File: src/design/radio_sm_pkg.sv
// Shared constants and types for the radio control configuration block
package radio_sm_pkg;

  ////////////////////////////////////////////////////////////////////////////
  // Register map
  localparam logic [5:0] ADDR_RADIO_SM_CONFIG_ZERO = 6'h18;
  localparam int AUTOCAL_LSB = 4;
  localparam int POTIME_LSB = 2;
  localparam logic [1:0] AUTOCAL_RESET = 2'h0;
  localparam logic [1:0] POTIME_RESET = 2'h1;

  ////////////////////////////////////////////////////////////////////////////
  // Autocalibration modes
  localparam logic [1:0] AUTOCAL_NEVER = 2'h0;
  localparam logic [1:0] AUTOCAL_IDLE_TO_TX = 2'h1;
  localparam logic [1:0] AUTOCAL_TX_TO_IDLE = 2'h2;
  localparam logic [1:0] AUTOCAL_EVERY_4TH = 2'h3;
  localparam logic [1:0] QUAD_LAST = 2'h3;

  ////////////////////////////////////////////////////////////////////////////
  // Power-on timeout, in ripple counter expiries
  localparam int EXP_CNT_W = 9;
  localparam logic [8:0] EXPIRY_SEL0 = 9'h001;
  localparam logic [8:0] EXPIRY_SEL1 = 9'h010;
  localparam logic [8:0] EXPIRY_SEL2 = 9'h040;
  localparam logic [8:0] EXPIRY_SEL3 = 9'h100;
  localparam int RIPPLE_BITS_DEF = 6;

  typedef struct packed {
    logic [1:0] synth_autocal_select;
    logic [1:0] poweron_timeout_select;
  } cfg_s;

  typedef struct packed {
    logic wr;
    logic rd;
    logic [5:0] addr;
    logic [7:0] wdata;
  } reg_req_s;

  typedef enum logic [2:0] {
    PWR_OFF = 3'b001,
    PWR_WAIT = 3'b010,
    PWR_READY = 3'b100
  } pwr_state_e;

  function automatic logic [8:0] expiry_target(input logic [1:0] sel);
    case (sel)
      2'h0: expiry_target = EXPIRY_SEL0;
      2'h1: expiry_target = EXPIRY_SEL1;
      2'h2: expiry_target = EXPIRY_SEL2;
      default: expiry_target = EXPIRY_SEL3;
    endcase
  endfunction

  function automatic logic [7:0] pack_cfg(input cfg_s c);
    pack_cfg = {2'h0, c.synth_autocal_select, c.poweron_timeout_select, 2'h0};
  endfunction

endpackage

File: src/design/ripple_expiry.sv
// Ripple counter, running only while i_run is high and cleared otherwise, that pulses once per full wrap
`timescale 1ns/100ps
module ripple_expiry #(
  parameter int BITS = 6
) (
  input wire logic i_clk,
  input wire logic i_sys_rst,
  input wire logic i_run,
  output logic o_expire
);

  logic [BITS-1:0] cnt_r;
  logic [BITS-1:0] cnt_nxt;
  logic expire_nxt;

  // Refused at elaboration, not at run time
  if (BITS < 1 || BITS > 16) begin : g_bits_chk
    $error("ripple_expiry: BITS out of range");
  end

  always_comb begin
    cnt_nxt = cnt_r;
    expire_nxt = 1'b0;
    if (i_run) begin
      cnt_nxt = cnt_r + BITS'(1);
      expire_nxt = &cnt_r;
    end else begin
      // Restart from zero so each start-up gets the full wait
      cnt_nxt = '0;
    end
  end

  always_ff @(posedge i_clk) begin
    if (i_sys_rst) begin
      cnt_r <= '0;
      o_expire <= 1'b0;
    end else begin
      cnt_r <= cnt_nxt;
      o_expire <= expire_nxt;
    end
  end

endmodule

File: src/design/radio_sm_autocal_poweron_cfg.sv
// Radio control configuration register, autocalibration and start-up wait
`timescale 1ns/100ps

// Notes on behaviour
// - Mode 00: calibrate only on calibrate strobe.
// - Mode 01: calibrate on idle to transmit.
// - Mode 10: calibrate on transmit to idle.
// - Mode 11: calibrate every fourth transmit-to-idle.
// - Wait 1/16/64/256 expiries, then ready low.
// - Timeout field survives sleep power-down.
module radio_sm_autocal_poweron_cfg #(
  parameter int RIPPLE_BITS = radio_sm_pkg::RIPPLE_BITS_DEF
) (
  input wire logic i_clk,
  input wire logic i_sys_rst,
  input wire radio_sm_pkg::reg_req_s i_reg_req,
  input wire logic i_calibrate_strobe,
  input wire logic i_idle_to_tx,
  input wire logic i_tx_to_idle,
  input wire logic i_xosc_stable,
  input wire logic i_sleep,
  output logic [7:0] o_reg_rdata,
  output logic o_reg_rvalid,
  output logic o_synth_cal_start,
  output radio_sm_pkg::cfg_s o_cfg,
  output logic o_chip_ready_low
);
  import radio_sm_pkg::*;

  // Refused at elaboration, not at run time
  if (RIPPLE_BITS < 1 || RIPPLE_BITS > 16) begin : g_bits_chk
    $error("RIPPLE_BITS out of range");
  end

  ////////////////////////////////////////////////////////////////////////////
  // Register file
  logic hit;
  cfg_s cfg_nxt;
  logic [7:0] rdata_nxt;
  logic rvalid_nxt;

  assign hit = (i_reg_req.addr == ADDR_RADIO_SM_CONFIG_ZERO);

  always_comb begin
    cfg_nxt = o_cfg;
    rdata_nxt = 8'h00;
    rvalid_nxt = i_reg_req.rd;
    // Sleep has no term here: settings stay put across power-down
    if (i_reg_req.wr && hit) begin
      // Only the two live fields take write data
      cfg_nxt.synth_autocal_select =
        i_reg_req.wdata[AUTOCAL_LSB +: 2];
      cfg_nxt.poweron_timeout_select =
        i_reg_req.wdata[POTIME_LSB +: 2];
    end
    if (i_reg_req.rd && hit) begin
      rdata_nxt = pack_cfg(o_cfg);
    end
  end

  always_ff @(posedge i_clk) begin
    if (i_sys_rst) begin
      o_cfg.synth_autocal_select <= AUTOCAL_RESET;
      o_cfg.poweron_timeout_select <= POTIME_RESET;
      o_reg_rdata <= 8'h00;
      o_reg_rvalid <= 1'b0;
    end else begin
      o_cfg <= cfg_nxt;
      o_reg_rdata <= rdata_nxt;
      o_reg_rvalid <= rvalid_nxt;
    end
  end

  ////////////////////////////////////////////////////////////////////////////
  // Synthesizer autocalibration
  logic [1:0] quad_r;
  logic [1:0] quad_nxt;
  logic cal_nxt;

  always_comb begin
    quad_nxt = quad_r;
    // Manual strobe works in every mode
    cal_nxt = i_calibrate_strobe;
    case (o_cfg.synth_autocal_select)
      AUTOCAL_NEVER: begin
        cal_nxt = i_calibrate_strobe;
      end
      AUTOCAL_IDLE_TO_TX: begin
        if (i_idle_to_tx) begin
          cal_nxt = 1'b1;
        end
      end
      AUTOCAL_TX_TO_IDLE: begin
        if (i_tx_to_idle) begin
          cal_nxt = 1'b1;
        end
      end
      AUTOCAL_EVERY_4TH: begin
        if (i_tx_to_idle) begin
          quad_nxt = quad_r + 2'h1;
          if (quad_r == QUAD_LAST) begin
            cal_nxt = 1'b1;
          end
        end
      end
      default: begin
        cal_nxt = i_calibrate_strobe;
      end
    endcase
  end

  always_ff @(posedge i_clk) begin
    if (i_sys_rst) begin
      quad_r <= 2'h0;
      o_synth_cal_start <= 1'b0;
    end else begin
      quad_r <= quad_nxt;
      o_synth_cal_start <= cal_nxt;
    end
  end

  ////////////////////////////////////////////////////////////////////////////
  // Start-up wait after the crystal settles
  pwr_state_e state_r;
  pwr_state_e state_nxt;
  logic [EXP_CNT_W-1:0] exp_r;
  logic [EXP_CNT_W-1:0] exp_nxt;
  logic rdy_low_nxt;
  logic expire;
  logic [EXP_CNT_W-1:0] target;

  assign target = expiry_target(o_cfg.poweron_timeout_select);

  ripple_expiry #(
    .BITS(RIPPLE_BITS)
  ) u_ripple (
    .i_clk(i_clk),
    .i_sys_rst(i_sys_rst),
    .i_run(state_r == PWR_WAIT),
    .o_expire(expire)
  );

  always_comb begin
    state_nxt = state_r;
    exp_nxt = exp_r;
    rdy_low_nxt = o_chip_ready_low;
    case (state_r)
      PWR_OFF: begin
        exp_nxt = '0;
        rdy_low_nxt = 1'b1;
        if (i_xosc_stable && !i_sleep) begin
          state_nxt = PWR_WAIT;
        end
      end
      PWR_WAIT: begin
        if (expire) begin
          exp_nxt = exp_r + 9'h001;
          // Ready drops only after the chosen count of wraps
          if (exp_nxt >= target) begin
            state_nxt = PWR_READY;
            rdy_low_nxt = 1'b0;
          end
        end
      end
      PWR_READY: begin
        rdy_low_nxt = 1'b0;
      end
      default: begin
        state_nxt = PWR_OFF;
        rdy_low_nxt = 1'b1;
      end
    endcase
    // Sleep or a lost crystal restarts the wait from nothing
    if (i_sleep || !i_xosc_stable) begin
      state_nxt = PWR_OFF;
      exp_nxt = '0;
      rdy_low_nxt = 1'b1;
    end
  end

  always_ff @(posedge i_clk) begin
    if (i_sys_rst) begin
      state_r <= PWR_OFF;
      exp_r <= '0;
      o_chip_ready_low <= 1'b1;
    end else begin
      state_r <= state_nxt;
      exp_r <= exp_nxt;
      o_chip_ready_low <= rdy_low_nxt;
    end
  end
endmodule

File: config.mk
export PLATFORM = sky130hd
export DESIGN_NAME = radio_sm_autocal_poweron_cfg
export DESIGN_NICKNAME = d
export VERILOG_FILES = /design/src/design/radio_sm_pkg.sv /design/src/design/ripple_expiry.sv /design/src/design/radio_sm_autocal_poweron_cfg.sv
export SDC_FILE = /design/constraint.sdc
export NUM_CORES = 1
export LEC_CHECK = 0
export BUFFER_PORTS_ARGS = -buffer_cell sky130_fd_sc_hd__buf_2
export CORE_MARGIN = 1.5
export CORE_UTILIZATION = 48
export CTS_CLUSTER_SIZE = 12
export DETAILED_ROUTE_END_ITERATION = 10
export PLACE_DENSITY = 0.74
export SYNTH_ARGS = -nofsm -noshare
export SYNTH_HDL_FRONTEND = slang
export SYNTH_SLANG_ARGS = --single-unit
File: constraint.sdc
create_clock -name i_clk -period 2.4 [get_ports i_clk]
set_clock_uncertainty 0.15 [all_clocks]
set_input_delay 0.12 -clock i_clk [delete_from_list [all_inputs] [get_ports i_clk]]
set_output_delay 0.12 -clock i_clk [all_outputs]
set_load 0.005 [all_outputs]
# After elaboration in Yosys (flattened, before gate mapping)
# Cells that the tools add are included.
# totals
reg_bits	36
inputBits	23
out_inout_bits	15
wordCells	64
# op_classes
bitwise_logic	3
mux	15
eq_ne	13
n_lt_le_gt_ge	1
reduce_logical	17
addsub	3
# ops
op	n
case mux 9 bit (3 select lines)	1
case mux 9 bit (2 select lines)	1
adder 9 x 1 -> 9 bit (second input constant)	1
>= comparator 9 bit	1
two-way mux 3 bit	3
two-way mux 9 bit	1
case mux 3 bit (3 select lines)	1
== test 2 bit (second input constant)	4
adder 6 x 1 -> 6 bit (second input constant)	1
== test 6 x 5 -> 1 bit (second input constant)	1
two-way mux 1 bit	6
!= test 2 bit (second input constant)	3
AND reduction 2 bit	3
AND reduction 6 bit	1
OR reduction 2 bit	3
== test 2 x 1 -> 1 bit (second input constant)	2
zero test 2 bit	2
case mux 1 bit (4 select lines)	1
AND reduction 4 bit	1
== test 3 x 1 -> 1 bit (second input constant)	1
== test 3 x 2 -> 1 bit (second input constant)	1
== test 3 bit (second input constant)	1
logical AND 1 bit	3
inverter 1 bit	3
5 further kinds	6

# Depth between registers and ports, before layout
# depth
ltp_word	6
ltp_mapped	10
depth_no_buf	10

# Hierarchy
# Synthesis repeated with hierarchy kept, for this count alone.
# hier_totals
hier_cells	190
area_unflattened_um2	1692.9
# modules_own_cells
mod	cells_per_inst	area_per_inst_um2	n_inst	seq_area_each_um2
radio_sm_autocal_poweron_cfg	164	1441.4	1	500.5
ripple_expiry	26	251.5	1	140.1

# Worst setup path after synthesis
# No wires, ideal clock.
# synth_timing
path_kind	reg-to-reg
startpoint	register exp_r[0]
endpoint	register o_chip_ready_low
arrival_ns	2.233
path_stages_with_launch	11
n_path_buf	0
setup_slack_ns	-0.107
period_less_slack_ns	2.507
setup_time_ns	0.124
t_required_ns	2.126
cell_sequence	dfxtp_1 > ha_1 > nand3_1 > nor2_1 > nand3_1 > xnor2_1 > ha_1 > nand3_1 > a31oi_1 > nor4_2 > a2111o_1
# synth_via
elab_chain_len	4
# synth_lines
element	line	rtl
start, declared	radio_sm_autocal_poweron_cfg.sv:126	logic [EXP_CNT_W-1:0] exp_r;
start signal, assigned	radio_sm_autocal_poweron_cfg.sv:188	exp_r <= exp_nxt;
adder 9 x 1 -> 9 bit	radio_sm_autocal_poweron_cfg.sv:157	exp_nxt = exp_r + 9'h001;
>= comparator 9 bit	radio_sm_autocal_poweron_cfg.sv:159	if (exp_nxt >= target) begin
!= test 2 bit (no source line)	-	
AND reduction 2 bit (no source line)	-	
end signal, assigned	radio_sm_autocal_poweron_cfg.sv:189	o_chip_ready_low <= rdy_low_nxt;
end, declared	radio_sm_autocal_poweron_cfg.sv:26	output logic o_chip_ready_low
# No other way between the ends.
# A chain may end at the register's enable or synchronous reset.

# Worst setup path after layout
# layout_timing
startpoint	register exp_r[1]
endpoint	register o_chip_ready_low
# Same word-level chain as after synthesis.

==> impl_metrics.toml <==
[hold_path]
hold_start = "i_xosc_stable"
hp-class = "in -> reg"
hold_depth = 4
hold_path_end = "exp_r[3]"

[pwr]
leakage_nw = 0.9507
power.total_w = 0.001005
p_per_area_nw_per_um2 = 459.0
vdd_ir_drop_max_mv = 0.3198

[detailed_routing]
drt-pass1-iter-count = 5
drc = 0
routed_wl_mm = 4.185
first_iter_violations = 119
wl_per_cell_um = 14.00
final_antenna_net_count = 0
via_per_inst = 5.274
vias = 1577

[sta]
max-slew-margin-rel = 0.6442
setup_tns_ns = 0
slew_violations = 0
setup_viol = 0
finalCritPeriodShare = 0.9943
fmax_ghz = 0.4191
layout_min_cycle_time_ns = 2.386
hold_viol_final = 0
worst_slew_pin_slew_ns = 0.5317

[yosys]
synth-edff-count = 0
synth_area_leader_cell = "dfxtp_1"
synth_area_um2 = 1644
synth_async_sr_flop_share = 0
yosysMostFrequentCell = "dfxtp_1"
syn_inst = 195
synth_top_cell_area_share = 0.3896
synthFlopType = "dfxtp_1"
synth_area_per_cell_um2 = 8.431
ys_seq_elements = 32
ys_seq_area_frac = 0.3896
synthDistinctLibCells = 45
synth_area_leaders = "dfxtp_1 (39%), ha_1 (7.6%), nor2_1 (6.6%)"
yosysWarnings = 0
synthTopCellsByCount = "dfxtp_1 (32), nor2_1 (29), nand2_1 (17)"

[clock_network]
clk_latency_ns = 0.34
cts_tree = "yes"
htreeDepth = 2
cts_buffers = 5
clock-root-buffer = "clkbuf_4"
cts.sinks = 32
cts_max_path_buffers = 2
cts.reportedPaths.clkPinSlew_ns = 0.09

[place]
dp_cells = 275
port_buffers = 29
hpwlAfterDp_mm = 2.400
dpl_cell_area_um2 = 1896
gp_congestion = 0.8751

[setup_path]
crit_top_cell = "ha_4"
required_ns = 2.47
crit_fanout = 4
slowest_delay_ns = 0.36
cp_cell_sequence = "ha_4 -> nand3_4 -> nor2_4 -> nand3_2 -> xnor2_2 -> ha_4 -> nand3_1 -> a31oi_2 -> nor4_4 -> a2111o_1"
crit_buf_inv = 0
reg2reg_depth = 10
regToRegEndpoint = "o_chip_ready_low"
critical_path.slowest_cell = "dfxtp_2"
critPathLaunchType = "flip-flop"
path_delay_family = "compound AO/OA/AOI/OAI gates"
r2r_start = "exp_r[1]"
r2r_setup_slack_ns = 0.01
worstSetupPathType = "reg -> reg"
cp-end-kind = "flip-flop"
worstPathArrival_ns = 2.46

[die]
initial_utilization = 0.4966
die_y_um = 61.53
rows = 21
die_area_um2 = 3785
ios = 38
core_area_um2 = 3311
die_width_um = 61.53

[final_layout]
fillers = 272
syn2layout_area_growth_pct = 33.18
fin_util = 0.6614
nets = 284
fin_cells = 299
final_area_um2 = 2190
drive_above_1_share = 0.2579

[global_routing]
grt-ovfl-total = 0
grt_start_max_net_pins = 11
antenna_found_initial = 1
grt_pass1_wl_mm = 5.920
track_usage = 0.2140
first_global_vias = 1355

[run]
max_cap_violations = 0

[status]
outcome = "finished, final reports clean"
[metal layers]
metal / track usage / share of wire / vias to the layer above
met5: 0 / 0 / -
met4: 0.07903 / 0.021 / 0
met3: 0.06513 / 0.052 / 11
met2: 0.3308 / 0.49 / 50
met1: 0.2808 / 0.43 / 735
li1: - / - / 781
[state kept, by name (all words and copies together), names as in the netlist]
register / cells
o_cfg: 4
o_reg_rdata: 4
exp_r: 9
quad_r: 2
u_ripple.o_expire: 1
o_reg_rvalid: 1
state_r: 3
u_ripple.cnt_r: 6
o_synth_cal_start: 1
o_chip_ready_low: 1
[stage by stage]
step	hold WS [ns]	worst slack, ns
3_3_place_gp	0.1990	0.1055
3_5_place_dp	0.2065	0.05841
4_1_cts	0.06553	0.03617
6_report	0.07976	0.01375
5_1_grt	0.08576	-0.06457
2_1_floorplan	0.1086	0.02966
[layout by cell type (no fill, tap or decap), types with 3 or more instances in the layout]
cell type | synthesis | layout
or3_1 | 3 | 3
xor2_1 | 5 | 5
inv_1 | 7 | 7
buf_4 | 4 | 10
conb_1 | 1 | 4
nand2b_1 | 5 | 5
clkbuf_4 | 0 | 5
nor2_1 | 29 | 28
and2_1 | 5 | 5
nor3_1 | 5 | 5
dlygate4sd3_1 | 0 | 14
a21oi_1 | 12 | 11
o21ai_0 | 7 | 7
xnor2_1 | 6 | 5
mux2i_1 | 3 | 3
nand3b_1 | 3 | 3
buf_2 | 0 | 29
nand2_1 | 17 | 17
nand3_1 | 10 | 8
ha_1 | 10 | 8
dfxtp_1 | 32 | 30
[report_power, final]
group / internal (W) / switching [W]
sequential: 0.000534 / 0.00000262
combinational: 0.0000315 / 0.0000293
clock: 0.000218 / 0.000189
total: 0.000784 / 0.000221
[logic make-up after synthesis]
| group | share of synthesized area |
|---|---|
| AOI/OAI and AO/OA | 0.1309 |
| xor gates and xnor gates | 0.05860 |
| adders and majority gates | 0.07610 |
| buffers and inverters | 0.04338 |
| DFF | 0.3896 |
| muxes | 0.02511 |
| other | 0.002281 |
| and+or+nand+nor | 0.2740 |
[cell type report]
| cell class | count | area [um^2] | area share |
|---|---|---|---|
| antenna | 1 | 2.502 | 0.001143 |
| timing repair buffer | 53 | 360.3 | 0.1646 |
| multi-input combinational | 151 | 1020 | 0.4657 |
| sequential | 32 | 643.1 | 0.2937 |
| inverter | 8 | 30.03 | 0.01371 |
| tap | 46 | 57.56 | 0.02629 |
| clock buffer | 6 | 41.29 | 0.01886 |
| clock inverter | 2 | 35.03 | 0.01600 |
[worst register-to-register path: stages, from the launching register on]
cell and delay, ns:
dfxtp_2 0.36, ha_4 0.15, nand3_4 0.09, nor2_4 0.13
nand3_2 0.10, xnor2_2 0.20, ha_4 0.30, nand3_1 0.10
a31oi_2 0.25, nor4_4 0.09, a2111o_1 0.36
[repair_timing]
| item | CTS | global route |
|---|---|---|
| setup buffers | 0 | 1 |
| hold buffers | 14 | 0 |
| setup endpoints to repair | 0 | 3 |
| gates resized for setup | 0 | 10 |
| endpoints found under the hold margin | 8 | 0 |
[how the worst max path moves through the flow]
stage	cells after the start	from	end	slack (ns)
finish	10	exp_r[1]	o_chip_ready_low	0.01
global route	10	exp_r[1]	o_chip_ready_low	-0.06
CTS	10	exp_r[1]	o_chip_ready_low	0.04
detailed placement	10	exp_r[1]	o_chip_ready_low	0.06
global placement	10	exp_r[1]	o_chip_ready_low	0.11
floorplan	10	exp_r[1]	o_chip_ready_low	0.03
Note: power is estimated with default switching activity, not from simulation.
